## src/shared/stop_pkg.sv

```systemverilog
package stop_pkg;
  // Clock and time base
  localparam int CLK_PERIOD_NS = 50;
  localparam int MS_PERIOD_NS = 1000000;
  localparam int MS_CYCLES = MS_PERIOD_NS / CLK_PERIOD_NS;
  // Time limit unit is 0.1 s, counted in ms ticks
  localparam int LIMIT_UNIT_MS = 100;
  localparam logic [15:0] LIMIT_MAX = 16'h1770;   // 600.0 s
  localparam int TIMER_W = 23;
  // Speed and levels in 0.01 % units
  localparam logic [15:0] SPEED_FULL = 16'h2710;  // 100.00 %
  localparam logic [15:0] JOG_ZERO_LEVEL = 16'h0019; // 0.25 %

  // Configuration register indices and byte offsets
  localparam int NUM_CFG = 8;
  localparam logic [2:0] CFG_RAMP_NORM = 3'h0;
  localparam logic [2:0] CFG_RAMP_PROG = 3'h1;
  localparam logic [2:0] CFG_ILIM_NORM = 3'h2;
  localparam logic [2:0] CFG_ILIM_PROG = 3'h3;
  localparam logic [2:0] CFG_ZERO_NORM = 3'h4;
  localparam logic [2:0] CFG_ZERO_PROG = 3'h5;
  localparam logic [2:0] CFG_CONT_DELAY = 3'h6;
  localparam logic [2:0] CFG_PROG_LIMIT = 3'h7;
  localparam logic [7:0] OFS_CFG_LAST = 8'h1C;
  localparam logic [7:0] OFS_STATUS = 8'h20;

  // Reset values
  localparam logic [15:0] RST_RAMP_NORM = 16'h0064;
  localparam logic [15:0] RST_RAMP_PROG = 16'h0032;
  localparam logic [15:0] RST_ILIM_NORM = 16'h2710;
  localparam logic [15:0] RST_ILIM_PROG = 16'h2EE0;
  localparam logic [15:0] RST_ZERO_NORM = 16'h0064;
  localparam logic [15:0] RST_ZERO_PROG = 16'h0064;
  localparam logic [15:0] RST_CONT_DELAY = 16'h03E8;
  localparam logic [15:0] RST_PROG_LIMIT = 16'h0064;
  localparam logic [15:0] CFG_RESET [NUM_CFG] = '{RST_RAMP_NORM,
    RST_RAMP_PROG, RST_ILIM_NORM, RST_ILIM_PROG, RST_ZERO_NORM,
    RST_ZERO_PROG, RST_CONT_DELAY, RST_PROG_LIMIT};

  // Sequencer states
  typedef enum logic [6:0] {
    ST_IDLE = 7'b0000001,
    ST_RUN = 7'b0000010,
    ST_NORM_STOP = 7'b0000100,
    ST_PROG_STOP = 7'b0001000,
    ST_CONT_DELAY = 7'b0010000,
    ST_DISABLED = 7'b0100000,
    ST_COAST = 7'b1000000
  } seq_state_e;

  // Status register fields
  localparam int STAT_STATE_LSB = 0;
  localparam int STAT_LATCH_BIT = 7;
  localparam int STAT_LIMIT_BIT = 8;
  localparam int STAT_DELAY_BIT = 9;
endpackage

```

## src/shared/timer_if.sv

```systemverilog
`timescale 1ns/100ps
`default_nettype none
interface timer_if #(parameter int W = 23);
  logic tick;
  logic start;
  logic stop;
  logic [W-1:0] load;
  logic expired;
  logic busy;
  modport owner(output tick, start, stop, load, input expired, busy);
  modport timer(input tick, start, stop, load, output expired, busy);
endinterface
`default_nettype wire

```

## src/rtl/drive_stop_sequencer.sv

```systemverilog
`timescale 1ns/100ps
`default_nettype none
module drive_stop_sequencer import stop_pkg::*; #(
  parameter int MS_TICK_CYCLES = MS_CYCLES
) (
  input wire logic CLK,
  input wire logic SYS_RST,
  input wire logic CYC_I,
  input wire logic STB_I,
  input wire logic WE_I,
  input wire logic [7:0] ADR_I,
  input wire logic [31:0] DAT_I,
  input wire logic [3:0] SEL_I,
  output logic [31:0] DAT_O,
  output logic ACK_O,
  input wire logic COAST_STOP_N,
  input wire logic DRIVE_ENABLE,
  input wire logic PROGRAM_STOP_N,
  input wire logic RUN_STOP,
  input wire logic [15:0] SPEED,
  output logic POWER_STAGE_EN,
  output logic CONTACTOR_PILOT,
  output logic LOOPS_RESET,
  output logic RAMP_TO_ZERO,
  output logic [15:0] RAMP_TIME,
  output logic [15:0] CURRENT_LIMIT
);
  ////////////////////////////////////////////////////////////////////////
  logic [3:0] sync1_q;
  logic [3:0] sync2_q;
  logic prog_prev_q;
  logic run_prev_q;
  logic coast_s;
  logic enable_s;
  logic prog_s;
  logic run_s;
  logic prog_fall;
  logic run_rise;

  // Two-stage synchronisers for terminal inputs
  always_ff @(posedge CLK) begin
    if (SYS_RST) begin
      sync1_q <= 4'h7;
      sync2_q <= 4'h7;
      prog_prev_q <= 1'b1;
      run_prev_q <= 1'b0;
    end else begin
      sync1_q <= {RUN_STOP, PROGRAM_STOP_N, DRIVE_ENABLE, COAST_STOP_N};
      sync2_q <= sync1_q;
      prog_prev_q <= sync2_q[2];
      run_prev_q <= sync2_q[3];
    end
  end

  assign coast_s = !sync2_q[0];
  assign enable_s = sync2_q[1];
  assign prog_s = sync2_q[2];
  assign run_s = sync2_q[3];
  assign prog_fall = prog_prev_q && !prog_s;
  assign run_rise = run_s && !run_prev_q;

  ////////////////////////////////////////////////////////////////////////
  logic [15:0] cfg_q [NUM_CFG];
  logic [31:0] status;
  logic bus_req;
  logic cfg_hit;

  // Classic Wishbone slave, one wait state, unmapped reads zero
  assign bus_req = CYC_I && STB_I && !ACK_O;
  assign cfg_hit = (ADR_I[1:0] == 2'h0) && (ADR_I <= OFS_CFG_LAST);

  always_ff @(posedge CLK) begin
    if (SYS_RST) begin
      ACK_O <= 1'b0;
      DAT_O <= 32'h0;
    end else begin
      ACK_O <= bus_req;
      DAT_O <= 32'h0;
      if (bus_req && !WE_I) begin
        if (cfg_hit) begin
          DAT_O <= {16'h0, cfg_q[ADR_I[4:2]]};
        end else if (ADR_I == OFS_STATUS) begin
          DAT_O <= status;
        end
      end
    end
  end

  // Configuration storage, byte lanes 0 and 1
  generate
    for (genvar i = 0; i < NUM_CFG; i++) begin : g_cfg
      always_ff @(posedge CLK) begin
        if (SYS_RST) begin
          cfg_q[i] <= CFG_RESET[i];
        end else if (bus_req && WE_I && cfg_hit && ADR_I[4:2] == 3'(i)) begin
          if (SEL_I[0]) begin
            cfg_q[i][7:0] <= DAT_I[7:0];
          end
          if (SEL_I[1]) begin
            cfg_q[i][15:8] <= DAT_I[15:8];
          end
        end
      end
    end
  endgenerate

  ////////////////////////////////////////////////////////////////////////
  logic [15:0] pres_q;
  logic tick_q;
  logic [15:0] limit_cfg;
  timer_if #(.W(TIMER_W)) limit_t ();
  timer_if #(.W(TIMER_W)) delay_t ();

  // Millisecond tick for both timers
  always_ff @(posedge CLK) begin
    if (SYS_RST) begin
      pres_q <= 16'h0;
      tick_q <= 1'b0;
    end else begin
      tick_q <= (pres_q == 16'(MS_TICK_CYCLES - 1));
      if (pres_q == 16'(MS_TICK_CYCLES - 1)) begin
        pres_q <= 16'h0;
      end else begin
        pres_q <= pres_q + 16'h1;
      end
    end
  end

  stop_timer #(.W(TIMER_W)) u_limit (
    .clk(CLK),
    .rst(SYS_RST),
    .t(limit_t)
  );

  stop_timer #(.W(TIMER_W)) u_delay (
    .clk(CLK),
    .rst(SYS_RST),
    .t(delay_t)
  );

  ////////////////////////////////////////////////////////////////////////
  seq_state_e state_q;
  seq_state_e state_d;
  logic prog_latch_q;
  logic [15:0] zero_lvl;
  logic at_zero;
  logic jog;

  // Active zero level follows the stop flavour
  assign zero_lvl = prog_latch_q ? cfg_q[CFG_ZERO_PROG] : cfg_q[CFG_ZERO_NORM];
  assign at_zero = SPEED <= zero_lvl;
  assign jog = zero_lvl < JOG_ZERO_LEVEL;
  assign limit_cfg = (cfg_q[CFG_PROG_LIMIT] > LIMIT_MAX) ? LIMIT_MAX :
                     cfg_q[CFG_PROG_LIMIT];

  // Timer control
  assign limit_t.tick = tick_q;
  assign limit_t.start = prog_fall;
  assign limit_t.stop = (state_d == ST_IDLE) || (state_d == ST_COAST);
  assign limit_t.load = TIMER_W'(limit_cfg) * TIMER_W'(LIMIT_UNIT_MS);
  assign delay_t.tick = tick_q;
  assign delay_t.start = (state_d == ST_CONT_DELAY) &&
                         (state_q != ST_CONT_DELAY);
  assign delay_t.stop = state_d != ST_CONT_DELAY;
  assign delay_t.load = {7'h00, cfg_q[CFG_CONT_DELAY]};

  // Program stop latch; a new fall wins over the clear
  always_ff @(posedge CLK) begin
    if (SYS_RST) begin
      prog_latch_q <= 1'b0;
    end else if (prog_fall) begin
      prog_latch_q <= 1'b1;
    end else if (prog_s && (state_q == ST_IDLE || state_q == ST_COAST)) begin
      prog_latch_q <= 1'b0;
    end
  end

  // Next state with fixed stop priority
  always_comb begin
    state_d = state_q;
    if (coast_s || limit_t.expired) begin
      state_d = ST_COAST;
    end else if (!enable_s && state_q != ST_COAST && state_q != ST_IDLE) begin
      state_d = ST_DISABLED;
    end else begin
      unique case (state_q)
        ST_COAST: begin
          if (!run_s) state_d = ST_IDLE;
        end
        ST_IDLE: begin
          if (run_rise && enable_s && prog_s && !prog_latch_q) begin
            state_d = ST_RUN;
          end
        end
        ST_DISABLED: begin
          if (prog_latch_q) state_d = ST_PROG_STOP;
          else if (run_s) state_d = ST_RUN;
          else state_d = ST_NORM_STOP;
        end
        ST_RUN: begin
          if (prog_latch_q) state_d = ST_PROG_STOP;
          else if (!run_s) state_d = ST_NORM_STOP;
        end
        ST_NORM_STOP: begin
          if (prog_latch_q) state_d = ST_PROG_STOP;
          else if (run_s) state_d = ST_RUN;
          else if (at_zero) state_d = ST_CONT_DELAY;
        end
        ST_PROG_STOP: begin
          if (at_zero) state_d = ST_CONT_DELAY;
        end
        ST_CONT_DELAY: begin
          if (delay_t.expired) state_d = ST_IDLE;
        end
      endcase
    end
  end

  always_ff @(posedge CLK) begin
    if (SYS_RST) state_q <= ST_IDLE;
    else state_q <= state_d;
  end

  // Drive outputs decoded from the next state
  always_ff @(posedge CLK) begin
    if (SYS_RST) begin
      POWER_STAGE_EN <= 1'b0;
      CONTACTOR_PILOT <= 1'b0;
      LOOPS_RESET <= 1'b1;
      RAMP_TO_ZERO <= 1'b0;
    end else begin
      POWER_STAGE_EN <= (state_d == ST_RUN) || (state_d == ST_NORM_STOP) ||
                        (state_d == ST_PROG_STOP) ||
                        (state_d == ST_CONT_DELAY && jog);
      CONTACTOR_PILOT <= !(state_d == ST_IDLE || state_d == ST_COAST);
      LOOPS_RESET <= (state_d == ST_IDLE) || (state_d == ST_COAST) ||
                     (state_d == ST_DISABLED);
      RAMP_TO_ZERO <= (state_d == ST_NORM_STOP) || (state_d == ST_PROG_STOP) ||
                      (state_d == ST_CONT_DELAY);
    end
  end

  // Ramp time and current limit selected by stop flavour
  always_ff @(posedge CLK) begin
    if (SYS_RST) begin
      RAMP_TIME <= RST_RAMP_NORM;
      CURRENT_LIMIT <= RST_ILIM_NORM;
    end else begin
      RAMP_TIME <= prog_latch_q ? cfg_q[CFG_RAMP_PROG] : cfg_q[CFG_RAMP_NORM];
      CURRENT_LIMIT <= prog_latch_q ? cfg_q[CFG_ILIM_PROG] :
                       cfg_q[CFG_ILIM_NORM];
    end
  end

  // Status word
  always_comb begin
    status = 32'h0;
    status[STAT_STATE_LSB +: 7] = state_q;
    status[STAT_LATCH_BIT] = prog_latch_q;
    status[STAT_LIMIT_BIT] = limit_t.busy;
    status[STAT_DELAY_BIT] = delay_t.busy;
  end
endmodule
`default_nettype wire

```

## src/rtl/stop_timer.sv

```systemverilog
`timescale 1ns/100ps
`default_nettype none
module stop_timer #(parameter int W = 23) (
  input wire logic clk,
  input wire logic rst,
  timer_if.timer t
);
  logic [W-1:0] cnt_q;
  logic busy_q;
  logic expired_q;

  // Countdown in ticks; start wins over stop
  always_ff @(posedge clk) begin
    if (rst) begin
      cnt_q <= '0;
      busy_q <= 1'b0;
      expired_q <= 1'b0;
    end else begin
      expired_q <= 1'b0;
      if (t.start) begin
        cnt_q <= t.load;
        busy_q <= 1'b1;
      end else if (t.stop) begin
        busy_q <= 1'b0;
      end else if (busy_q && t.tick) begin
        if (cnt_q <= W'(1)) begin
          busy_q <= 1'b0;
          expired_q <= 1'b1;
        end else begin
          cnt_q <= cnt_q - W'(1);
        end
      end
    end
  end

  assign t.busy = busy_q;
  assign t.expired = expired_q;
endmodule
`default_nettype wire

```

## config.mk

```make
export PLATFORM = sky130hd
export DESIGN_NAME = drive_stop_sequencer
export DESIGN_NICKNAME = d
export VERILOG_FILES = /design/src/shared/stop_pkg.sv /design/src/shared/timer_if.sv /design/src/rtl/drive_stop_sequencer.sv /design/src/rtl/stop_timer.sv
export SDC_FILE = /design/constraint.sdc
export NUM_CORES = 1
export LEC_CHECK = 0
export ABC_AREA = 1
export ABC_CLOCK_PERIOD_IN_PS = 8800
export BUFFER_PORTS_ARGS = -buffer_cell sky130_fd_sc_hd__buf_2
export CORE_ASPECT_RATIO = 1.75
export CORE_MARGIN = 2
export CORE_UTILIZATION = 55
export CTS_BUF_LIST = sky130_fd_sc_hd__clkbuf_4
export CTS_CLUSTER_DIAMETER = 120
export DETAILED_ROUTE_END_ITERATION = 6
export PLACE_DENSITY = 0.75
export SLEW_MARGIN = 20
export SYNTH_ARGS = -nofsm -noshare
export SYNTH_HDL_FRONTEND = slang
export SYNTH_SLANG_ARGS = --single-unit
export TNS_END_PERCENT = 5
```

## constraint.sdc

```tcl
create_clock -name CLK -period 8.8 [get_ports CLK]
set_input_delay 2.64 -clock CLK [delete_from_list [all_inputs] [get_ports CLK]]
set_output_delay 2.64 -clock CLK [all_outputs]
set_load 0.03 [all_outputs]
```

---- Yosys cells after proc, flatten, opt, wreduce, memory -nomap -nowiden ----
Memories as Yosys holds them, arrays and structs flattened.
Cells that the tools add are included.
operators by class
  $add $sub $neg .......................... 3
  multiply operators ...................... 1
  magnitude comparators ................... 6
  equality and inequality tests ........... 31
  muxes and demuxes ....................... 107
  bitwise gates (word level) .............. 23
  reduce and logical (&&, ||, !) cells .... 65
operators by type and width
  cell                                                                                number
  16-bit 2-to-1 mux                                                                   9
  8-bit 2-to-1 mux                                                                    16
  23-bit 2-to-1 mux                                                                   4
  7-bit 2-to-1 mux                                                                    10
  1-bit 2-to-1 mux                                                                    64
  7-bit case mux with 7 select lines                                                  1
  23-bit by 1-bit less-or-equal comparator with 1-bit output (second input constant)  2
  23-bit by 1-bit subtractor with 23-bit output (second input constant)               2
  1-bit logical AND                                                                   26
  16-bit by 5-bit multiplier with 21-bit output (second input constant)               1
  16-bit by 1-bit adder with 16-bit output (second input constant)                    1
  16-bit by 15-bit == test with 1-bit output (second input constant)                  1
  16-bit by 13-bit > comparator with 1-bit output (second input constant)             1
  16-bit less-or-equal comparator                                                     1
  16-bit by 5-bit less-than comparator with 1-bit output (second input constant)      1
  1-bit OR                                                                            16
  7-bit by 1-bit == test with 1-bit output (second input constant)                    2
  7-bit by 2-bit == test with 1-bit output (second input constant)                    2
  7-bit by 3-bit == test with 1-bit output (second input constant)                    2
  7-bit by 4-bit == test with 1-bit output (second input constant)                    2
  7-bit by 5-bit == test with 1-bit output (second input constant)                    2
  7-bit by 6-bit == test with 1-bit output (second input constant)                    2
  7-bit == test (second input constant)                                               2
  7-bit by 5-bit != test with 1-bit output (second input constant)                    2
  23 further kinds                                                                    64
storage, ports and cells
  flip-flop bits (word level) ............. 154
  memory bits (writable) .................. 128
  input bits .............................. 69
  output and inout port bits .............. 69
  word-level logic and storage cells ...... 262
  memories kept ........................... 1
memories
  name   words  width  rd ports  clocked after Yosys merged registers in  write ports  RTL line                    source
  cfg_q  8      16     9         0                                        8            drive_stop_sequencer.sv:63  logic [15:0] cfg_q [NUM_CFG];

---- Depth between registers and ports, before layout ----
Gate-level depths: netlist of run 1.
  depth in word-level cells ............... 13
  gate-level depth with buffers ........... 28
  gate-level depth less buffers ........... 26

---- Cells and area by module ----
From an unflattened synthesis of run 1, not the netlist that was laid out.
second synthesis, totals
  cells, all modules ...................... 2008
  area, all modules ....................... 15549.9 um^2
by module, submodules not included
  module                instances  cells an instance  area each (um^2)
  drive_stop_sequencer  1          1308               11461.0
  stop_timer            2          350                2044.5

---- Worst setup path after synthesis of run 1 ----
Ideal clock, no wire load.
  path kind ............................... input-to-reg
  start ................................... input ADR_I[1]
  end ..................................... memory cfg_q[6][0] (enable)
  data arrival time ....................... 4.540 ns
  setup slack ............................. 3.876 ns
  stages on the path ...................... 6
  buffers on the path ..................... 0
  path through ............................ or4_1 nor2_1 inv_1 nor3_2 nand3_1 o21ai_0
RTL lines
  what                RTL line                    source
  start: declaration  drive_stop_sequencer.sv:11  input wire logic [7:0] ADR_I,
  end: declaration    drive_stop_sequencer.sv:63

---- Worst setup path in the final report of run 1 ----
  start ................................... input SPEED[15]
  end ..................................... register u_delay.cnt_q[15]
on the way
  word-level cells in the longest chain between the ends .. 11
RTL lines
  what                                                                  RTL line                                                  source
  start: declaration                                                    drive_stop_sequencer.sv:20                                input wire logic [15:0] SPEED,
  16-bit less-or-equal comparator (*)                                   drive_stop_sequencer.sv:151                               assign at_zero = SPEED <= zero_lvl;
  7-bit 2-to-1 mux (*)                                                  drive_stop_sequencer.sv:207, drive_stop_sequencer.sv:210
  7-bit 2-to-1 mux                                                      drive_stop_sequencer.sv:206                               else if (run_s) state_d = ST_RUN;
  7-bit 2-to-1 mux                                                      drive_stop_sequencer.sv:205                               if (prog_latch_q) state_d = ST_PROG_STOP;
  7-bit case mux with 7 select lines (*)                                drive_stop_sequencer.sv:186                               unique case (state_q)
  7-bit 2-to-1 mux (*)                                                  drive_stop_sequencer.sv:183                               end else if (!enable_s && state_q != ST_COAST && state_q != ST_IDLE) begin
  7-bit 2-to-1 mux (*)                                                  drive_stop_sequencer.sv:181                               if (coast_s || limit_t.expired) begin
  7-bit by 5-bit == test with 1-bit output                              drive_stop_sequencer.sv:162                               assign delay_t.start = (state_d == ST_CONT_DELAY) &&
  1-bit logical AND                                                     drive_stop_sequencer.sv:162
  2-bit != test (no line) / 2-bit nonzero test (equally long branches)  -
  3-bit AND reduction (no line)                                         -
  end signal: assignment                                                stop_timer.sv:21                                          cnt_q <= t.load;
  end signal: assignment                                                stop_timer.sv:30                                          cnt_q <= cnt_q - W'(1);
  end: declaration                                                      stop_timer.sv:8                                           logic [W-1:0] cnt_q;
Every way passes the cells marked *; elsewhere a longest branch is shown, timed or not.
A chain may end at the register's enable or synchronous reset.

==> results of run 1 <==
## sequential cells by signal (all words and copies together) (netlist names), 4 cells and up
register and cells:
cfg_q 128, u_delay.cnt_q 23, u_limit.cnt_q 23, CURRENT_LIMIT 16
DAT_O 16, RAMP_TIME 16, pres_q 16, state_q 7
sync1_q 4, sync2_q 4
## metrics by stage
step	cell area [sq um]	total power, mW	std cells
floorplan	15000	2.73	1892
global placement	15600	3.06	2255
detailed placement	15600	3.07	2255
CTS	16400	4.08	2366
global route	16400	4.34	2367
finish	16400	4.09	2367
## how the worst max path moves through the flow
stage	end	slack, ns	cells past startpoint
after floorplan	cfg_q[6][0]$_SDFFCE_PN0P_	3.88	6
after global placement	u_delay.cnt_q[14]$_SDFFE_PP0P_	2.49	17
after detailed placement	cfg_q[6][14]$_SDFFCE_PN0P_	2.36	7
after CTS	cfg_q[6][13]$_SDFFCE_PN0P_	3.14	7
after global routing	u_limit.cnt_q[20]$_SDFFE_PP0P_	2.78	24
final	u_delay.cnt_q[15]$_SDFFE_PP0P_	3.17	17
## cells in the final DEF, fill, tap and decap left out, types with 18 or more instances in the layout
cell / instances
nand2_1: 355
nor2_1: 326
inv_1: 226
dfxtp_1: 137
edfxtp_1: 128
nand3_1: 108
buf_2: 103
clkbuf_4: 85
a21oi_1: 73
ha_1: 73
o21ai_0: 72
nand4_1: 32
nor3_1: 28
conb_1: 26
a22oi_1: 23
xor2_1: 18
xnor2_1: 18
clkinv_1: 18
## worst min-delay path, stage by stage (launching register included)
cell and delay (ns):
dfxtp_1 0.30, inv_1 0.04, nor2_1 0.03
## cells in the mapped netlist, types with 4 or more instances
master / number
nand2_1: 355
nor2_1: 328
inv_1: 227
dfxtp_1: 138
edfxtp_1: 128
nand3_1: 108
o21ai_0: 74
a21oi_1: 73
ha_1: 73
clkbuf_1: 43
nand4_1: 32
nor3_1: 28
a22oi_1: 23
buf_4: 18
xnor2_1: 18
xor2_1: 18
fa_1: 11
mux2i_1: 11
nor4_1: 11
a211oi_1: 10
nand3_2: 9
o211ai_1: 9
or2_2: 9
inv_2: 8
nor2_2: 8
o21ai_1: 7
a221oi_1: 6
a31oi_1: 6
buf_1: 6
nand2_2: 6
nor3_2: 6
nand3b_1: 5
nor3b_1: 5
o2111ai_1: 5
o22ai_1: 5
a311oi_1: 4
## metal layers
| layer | global-route usage, % | up-vias |
|---|---|---|
| met3 | 4.66 | 172 |
| li1 | - | 6419 |
| met4 | 20.0 | 0 |
| met2 | 55.2 | 518 |
| met1 | 29.9 | 6099 |
| met5 | 0 | - |
## cell type report
| cell class | count | area, sq um |
|---|---|---|
| antenna | 1 | 2.50 |
| inverter | 237 | 893 |
| multi-input combinational | 1317 | 7120 |
| clock buffer | 85 | 638 |
| timing repair buffer | 111 | 576 |
| clock inverter | 26 | 165 |
| sequential | 266 | 6610 |
| tap | 324 | 405 |
| fill | 2400 | 10200 |
## kinds of logic (layout without fill, tap and decap cells)
logic type,Yosys count,after routing,share of synthesized area [%]
simple gates,923,923,27.2
compound gates,237,237,9.51
fa+ha+maj,84,84,7.62
xor+xnor,36,36,2.12
mux,11,11,0.740
other cells,2,27,0.0505
flops,266,266,44.4
buf+inv,309,459,8.40
## power breakdown
group / internal, mW / switching (mW) / leakage, nW
clock network: 0.509 / 0.505 / 0.472
logic: 0.523 / 1.10 / 4.67
registers: 1.38 / 0.0723 / 2.34
total: 2.41 / 1.68 / 7.48
==> results.md, run 1 <==
- Status: finished clean
- DIE HEIGHT: approximately 220 um
- R2r endpoint: u_limit.cnt_q[20]$_SDFFE_PP0P_
- Post-Synthesis Mean Instance Area: 7.97 sq um
- Post-synth top flop: dfxtp_1
- Post-synth cell types: 58
- Final TNS setup: 0 ns
- WL met3: ~2.5 mm
- Worst hold start: sync1_q[3]$_SDFF_PP0_
- CP max stage delay: between 0.6 and 0.7 ns
- Worst EP required: ~9.4 ns
- Io pins: 138
- WL final: 42.4 mm
- Delay-heaviest family, CP: simple AND/OR/NAND/NOR gates
- LEAKAGE: approximately 7.5 nW
- Final worst-path cycle share: between 60% and 70%
- First-pass GRT wire length: 66.1 mm
- Largest net degree at the start of global routing: 67
- Hold WS: between 0.4 and 0.5 ns
- Critical path class: in2reg
- Overall global routing resource usage: about 30%
- Max-slew violations: 0
- Remaining global-route overflow: 0
- Tmin final: 5.63 ns
- Synth async-reset ratio: 0%
- R2R setup slack: roughly 3.3 ns
- Crit path capture type: flip-flop
- Layout Nets: 2,146
- CP startpoint kind: primary input
- Crit path max-delay cell type: nor3_1
- PnR worst setup slack: between 3 and 4 ns
- Crit-path cells: buf_2 -> ha_1 -> nand2_1 -> nor3_1 -> nand3_1 -> nand3_1 -> nand3_1 -> nand2_1 -> nand3_1 -> nand2_1 -> nand3_2 -> nor2_2 -> o21ai_1 -> nand2_1 -> nand3_1 -> nand2_1 -> inv_1
- Ys Warns: 0
- WL/cell: 17.9 um
- I/O Buffers: about 100
- WP data arrival: ~6.3 ns
- Vias per std cell: about 5.6
- Die X: about 130 um
- Initial Utilization: 56.0%
- Fmax: approximately 180 MHz
- Met2 wire len: 22.4 mm
- Max IR drop VDD: 0.000137 V
- Synth top area share: between 20 and 30%
- H-tree level count: 2
- Fin util: between 60% and 70%
- Relative slew slack: between 20% and 30%
- Initial drt markers: just over 900
- RSZ-0062 raised after global routing: false
- Num rows: between 70 and 80
- Clk root buf: clkbuf_4
- Hold_buf cts: 0
- Mapped Area: roughly 15,000 sq um
- R2r worst-path depth: 23
- Seq/Total Area, Yosys: 44.4%
- Crit path max fanout: 13
- PD cells: between 200 and 250 nW/um^2
- Syn Inst Count: approximately 1.9k
- Crit path buf inv count: 2
- Postcts setup bufs: 0
- Max-cap violations: 0
- FF+latch count, synth: 266
- Clock buffer count from CTS: 60
- Area Growth Syn to Fin: 10.3%
- Antenna violations before repair: 1
- Routability Congestion: roughly 1
- CTS tree: yes
- Area contributors post-synth: edfxtp_1 (26%), dfxtp_1 (19%), nand2_1 (9.0%), nor2_1 (8.3%), ha_1 (6.1%)
- 1st-pass router iterations: 5
- Hold Fails Final Rpt: 0
- Area of the die: 28,400 sq um
- Post-synth EDFFs: roughly 130
- Antenna viol nets, final: 0
- Clk_skew: 0.0588 ns
- Clk sinks: between 200 and 300
- Clock latency on the worst-skew pair: 0.77 ns
- Dpl ws: 2.36 ns
- Core Area: 26,600 sq um
- Biggest area consumer among synthesized cells: edfxtp_1
- Residual DRC: 0
- Vias: 13.2k
- Slew @ Worst Pin: between 1 and 1.5 ns
- Hold Path Sink: sync2_q[3]$_SDFF_PP0_
- Hold WC Path Type: reg2reg
- Top routing layer in use: met4
- CTS Buffer Depth: 3
- Final HPWL DP: ~31 mm
- Met1 wire length: around 15 mm
- Share of cells above drive strength 1: between 10% and 20%
- # setup viols final: 0
- Clk slew on worst S/H paths: 0.07 ns
- Hold depth: 2
- CTS resizes: 0
- R2R Path Start: cfg_q[7][4]$_SDFFCE_PN0P_
- Number of global-route vias before repair: about 13k
- Critical path origin: SPEED[15]
Note: power is estimated with default switching activity, not from simulation.
==> run 2: changes to the inputs <==
--- a/config.mk
+++ b/config.mk
@@ -6,7 +6,7 @@
 export NUM_CORES = 1
 export LEC_CHECK = 0
 export ABC_AREA = 1
-export ABC_CLOCK_PERIOD_IN_PS = 8800
+export ABC_CLOCK_PERIOD_IN_PS = 5100
 export BUFFER_PORTS_ARGS = -buffer_cell sky130_fd_sc_hd__buf_2
 export CORE_ASPECT_RATIO = 1.75
 export CORE_MARGIN = 2
@@ -14,7 +14,7 @@
 export CTS_BUF_LIST = sky130_fd_sc_hd__clkbuf_4
 export CTS_CLUSTER_DIAMETER = 120
 export DETAILED_ROUTE_END_ITERATION = 6
-export PLACE_DENSITY = 0.75
+export PLACE_DENSITY = 0.78
 export SLEW_MARGIN = 20
 export SYNTH_ARGS = -nofsm -noshare
 export SYNTH_HDL_FRONTEND = slang
==> constraint.sdc (replaced) <==
create_clock -name CLK -period 5.1 [get_ports CLK]
set_input_delay 1.53 -clock CLK [delete_from_list [all_inputs] [get_ports CLK]]
set_output_delay 1.53 -clock CLK [all_outputs]
set_load 0.03 [all_outputs]
==> results.md, run 2 (synthesized netlist as in run 1, its figures left out) <==
- Status: finished clean
- Top reg by flops: cfg_q
- Io pins: around 140
- R2R setup slack: roughly 0.23 ns
- First-pass GRT wire length: 66.0 mm
- Tmin final: slightly below 5 ns
- Initial drt markers: about 1.1k
- Area of the die: roughly 28,000 sq um
- WL final: 42.8 mm
- Relative slew slack: between 30 and 40%
- 1st-pass router iterations: 6
- Initial Utilization: between 50% and 60%
- Hold Fails Final Rpt: 0
- Final worst-path cycle share: between 90 and 100%
- Number of global-route vias before repair: roughly 13k
- Final TNS setup: 0 ns
- Vias per std cell: around 5.6
- H-tree level count: 2
- Final instance area: 16,600 sq um
- RSZ-0062 raised after global routing: false
- DIE HEIGHT: 222 um
- Slew @ Worst Pin: 0.955 ns
- Clock buffer count from CTS: 61
- # setup viols final: 0
- Antenna viol nets, final: 0
- Worst EP required: between 5 and 6 ns
- Overall global routing resource usage: 29.8%
- Clock latency on the worst-skew pair: 0.77 ns
- Routability Congestion: 1.04
- Residual DRC: 0
- Biggest registers after layout: cfg_q (128), u_delay.cnt_q (23), u_limit.cnt_q (23)
- Layout Nets: 2,167
- Num rows: 79
- CP startpoint kind: flip-flop
- Clk slew on worst S/H paths: about 0.08 ns
- I/O Buffers: 103
- Core Area: 26,600 sq um
- Max-cap violations: 0
- Max IR drop VDD: 0.000241 V
- Commonest non-fill, non-tap cell in the layout: nand2_1
- Area Growth Syn to Fin: 11.3%
- Max-slew violations: 0
- Max reg flops: between 100 and 150
- CTS Buffer Depth: 3
- LEAKAGE: 7.58 nW
- Critical path class: reg2reg
- WL/cell: 17.9 um
- Antenna violations before repair: 5
- Most frequent cells in the layout: nand2_1 (355), nor2_1 (324), inv_1 (226)
- Clk root buf: clkbuf_4
- Crit path capture type: flip-flop
- Largest net degree at the start of global routing: 54
- Clk sinks: about 270
- Hold_buf cts: 0
- Remaining global-route overflow: 0
- PD cells: between 400 and 500 nW/um^2
- Final HPWL DP: around 32 mm
- Vias: between 10k and 15k
- Share of cells above drive strength 1: 14.2%
- Clk_skew: between 0.04 and 0.05 ns
- Fmax: 205 MHz
- Die X: 128 um
- CTS tree: yes
- Hold WC Path Type: reg2reg
- WP data arrival: 5.52 ns
- Crit path max fanout: 10
- Placement-stage cell area: between 15,000 and 20,000 sq um
run 2: metal layers:
metal	global-route usage [%]	vias up	wire, um
li1	-	6465	-
met1	29.0	6176	14000
met2	54.7	618	22700
met3	5.69	207	3060
met4	21.5	0	3030
met5	0	-	0
run 2: worst paths after layout:
| check | from | end | cells after the start |
|---|---|---|---|
| worst max-delay path | cfg_q[7][0]$_SDFFCE_PN0P_ | u_limit.cnt_q[17]$_SDFFE_PP0P_ | 24 |
| worst min-delay path | sync1_q[3]$_SDFF_PP0_ | sync2_q[3]$_SDFF_PP0_ | 2 |
| worst min register to register | sync1_q[3]$_SDFF_PP0_ | sync2_q[3]$_SDFF_PP0_ | 2 |
| worst max register to register | cfg_q[7][0]$_SDFFCE_PN0P_ | u_limit.cnt_q[17]$_SDFFE_PP0P_ | 24 |
run 2: timing repair:
action / 4_1_cts / 5_1_grt
endpoints found under the setup margin: 0 / 3
gates resized for setup: 0 / 8
buffers inserted: 0 / 0
run 2: cell type report:
class,count,area (sq um)
clock buffer,85,638
clock inverter,26,140
tap,324,405
inverter,237,893
sequential,266,6610
multi-input combinational,1317,7150
antenna,3,7.51
fill,2323,10000
timing repair buffer,131,726
run 2: power by group:
group          switching (mW)  internal [mW]
sequential              0.126           2.38
combinational            1.91          0.939
clock                   0.881          0.827
run 2: worst max-delay path, stage by stage, from the launching register on:
cell,delay (ns)
edfxtp_1,0.42
nor4_2,0.36
o41ai_2,0.11
nand4_1,0.07
a31oi_1,0.09
buf_4,0.20
nor2_1,0.23
ha_1,0.29
ha_1,0.28
inv_1,0.05
fa_1,0.54
inv_1,0.05
ha_1,0.35
a21oi_1,0.18
nand2_1,0.10
nand2_1,0.08
nand2_1,0.05
a21oi_1,0.20
o21ai_0,0.16
a21boi_0,0.32
o21ai_0,0.16
o21ai_0,0.24
nand3_2,0.10
nor2_1,0.09
nor2_1,0.04
run 2: per-stage QoR:
step / total power, mW / hold WS, ns / util [%] / worst slack (ns) / instances
final: 7.06 / 0.399 / 62.3 / 0.227 / 2389
after global routing: 7.49 / 0.427 / 62.3 / 0.0386 / 2389
after detailed placement: 5.32 / 0.395 / 59.3 / 0.190 / 2275
after CTS: 7.01 / 0.405 / 62.2 / 0.133 / 2386
after floorplan: 4.71 / 0.388 / - / 0.690 / 1892
after global placement: 5.27 / 0.391 / 59.3 / 0.304 / 2275
==> run 3: changes to the inputs <==
--- a/config.mk
+++ b/config.mk
@@ -10,11 +10,11 @@
 export BUFFER_PORTS_ARGS = -buffer_cell sky130_fd_sc_hd__buf_2
 export CORE_ASPECT_RATIO = 1.75
 export CORE_MARGIN = 2
-export CORE_UTILIZATION = 55
+export CORE_UTILIZATION = 56
 export CTS_BUF_LIST = sky130_fd_sc_hd__clkbuf_4
 export CTS_CLUSTER_DIAMETER = 120
 export DETAILED_ROUTE_END_ITERATION = 6
-export PLACE_DENSITY = 0.78
+export PLACE_DENSITY = 0.79
 export SLEW_MARGIN = 20
 export SYNTH_ARGS = -nofsm -noshare
 export SYNTH_HDL_FRONTEND = slang
==> results.md, run 3 (synthesized netlist as in run 1, its figures left out) <==
- Clk root buf: clkbuf_4
- Clk slew on worst S/H paths: roughly 0.070 ns
- Delay-heaviest family, CP: compound AO/OA/AOI/OAI gates
- Tot Pwr: roughly 7.1 mW
- Clock buffer count from CTS: 61
- Crit path max-delay cell type: fa_1
- Fmax: between 200 and 250 MHz
- PD cells: 428 nW/um^2
- Status: finished clean
- Comb power frac: between 40% and 50%
- Core Area: roughly 26,000 sq um
- CTS Buffer Depth: 3
- Vias: approximately 13k
- Switch Pwr: about 2.9 mW
- Number of global-route vias before repair: 13.3k
- Switch share: 41.1%
- Fill count: approximately 2.3k
- Clock latency on the worst-skew pair: a little under 0.8 ns
- Die X: about 130 um
- Antenna violations before repair: 3
- Residual DRC: 0
- Tmin final: ~4.8 ns
- WL final: ~42 mm
- RSZ-0062 raised after global routing: true
- Remaining global-route overflow: 0
- Final HPWL DP: about 31 mm
- Initial Utilization: a little under three fifths
- H-tree level count: 2
- Commonest non-fill, non-tap cell in the layout: nand2_1
- LEAKAGE: 7.57 nW
- CP startpoint kind: flip-flop
- First-pass GRT wire length: 65.3 mm
- Placement-stage cell area: ~16,000 sq um
- Most frequent cells in the layout: nand2_1 (355), nor2_1 (325), inv_1 (226)
- Clk sinks: roughly 270
- Largest net degree at the start of global routing: 43
- Worst EP required: around 5.8 ns
- Area of the die: roughly 28,000 sq um
- Max-cap violations: 0
- Postcts setup bufs: 0
- Pint: 4.17 mW
- Io pins: between 100 and 150
- Crit path max fanout: 10
- Initial drt markers: ~990
- Vias per std cell: between 5 and 6
- Max IR drop VDD: ~0.00023 V
- I/O Buffers: 103
- Share of cells above drive strength 1: 14.1%
- CTS resizes: 0
- Final worst-path cycle share: 94.4%
- Max reg flops: about 130
- Hold WC Path Type: reg2reg
- Antenna viol nets, final: 0
- Relative slew slack: roughly 35%
- Top reg by flops: cfg_q
- Num rows: 79
- CTS tree: yes
- Critical path class: reg2reg
- Slew @ Worst Pin: 0.959 ns
- CP max stage delay: 0.49 ns
- Clk_skew: between 0.05 and 0.06 ns
- DIE HEIGHT: around 220 um
- Power share of the clock group: around a quarter
- Biggest registers after layout: cfg_q (128), u_delay.cnt_q (23), u_limit.cnt_q (23)
- Layout Nets: 2,162
- Hold Fails Final Rpt: 0
- WP data arrival: 5.47 ns
- Final instance area: around 17,000 sq um
- Hold_buf cts: 0
- Crit path capture type: flip-flop
- WL/cell: 17.7 um
- Routability Congestion: ~1.0
- # setup viols final: 0
- Overall global routing resource usage: slightly above 30%
- Register share of total power: 35.4%
- Crit path buf inv count: 5
- Max-slew violations: 0
- Area Growth Syn to Fin: 11.1%
- 1st-pass router iterations: 6
-- run 3: metrics by stage --
| stage | setup WS (ns) | setup TNS [ns] | cells | hold WS [ns] | util, % |
|---|---|---|---|---|---|
| 2_1_floorplan | 0.690 | 0 | 1892 | 0.388 | - |
| 3_3_place_gp | 0.291 | 0 | 2270 | 0.394 | 59.6 |
| 3_5_place_dp | 0.253 | 0 | 2270 | 0.396 | 59.6 |
| 4_1_cts | 0.194 | 0 | 2383 | 0.415 | 62.6 |
| 5_1_grt | -0.0288 | -0.0288 | 2385 | 0.431 | 62.6 |
| 6_report | 0.284 | 0 | 2386 | 0.412 | 62.7 |
-- run 3: path summary, 6_finish.rpt --
| path | cells after the start | end | startpoint | slack [ns] |
|---|---|---|---|---|
| setup reg to reg | 25 | u_limit.cnt_q[20]$_SDFFE_PP0P_ | cfg_q[7][6]$_SDFFCE_PN1P_ | 0.28 |
| hold / removal | 1 | sync2_q[1]$_SDFF_PP1_ | sync1_q[1]$_SDFF_PP1_ | 0.41 |
| setup / recovery | 25 | u_limit.cnt_q[20]$_SDFFE_PP0P_ | cfg_q[7][6]$_SDFFCE_PN1P_ | 0.28 |
| hold reg to reg | 1 | sync2_q[1]$_SDFF_PP1_ | sync1_q[1]$_SDFF_PP1_ | 0.41 |
-- run 3: power by group through the flow --
stage	sequential [mW]	clock, mW	combinational, mW
final	2.50	1.73	2.84
after global routing	2.52	1.84	3.15
after CTS	2.50	1.74	2.80
after detailed placement	2.55	0	2.78
after global placement	2.54	0	2.74
after floorplan	2.58	0	2.12
-- run 3: metal layers --
layer	GRT usage, %	up-vias	part of all wire, %
met5	0	-	0
met4	22.0	0	7.4
met3	5.37	188	6.7
met2	55.6	634	52
met1	30.0	6196	34
li1	-	6460	-
-- run 3: area by class of cell --
class / count / area (sq um) / area share (%)
Multi-Input combinational cell: 1317 / 7130 / 43.1
Sequential cell: 266 / 6610 / 40.0
Inverter: 237 / 893 / 5.40
Clock buffer: 94 / 706 / 4.27
Timing Repair Buffer: 126 / 701 / 4.24
Tap cell: 324 / 405 / 2.45
Clock inverter: 19 / 88.8 / 0.537
Antenna cell: 3 / 7.51 / 0.0454
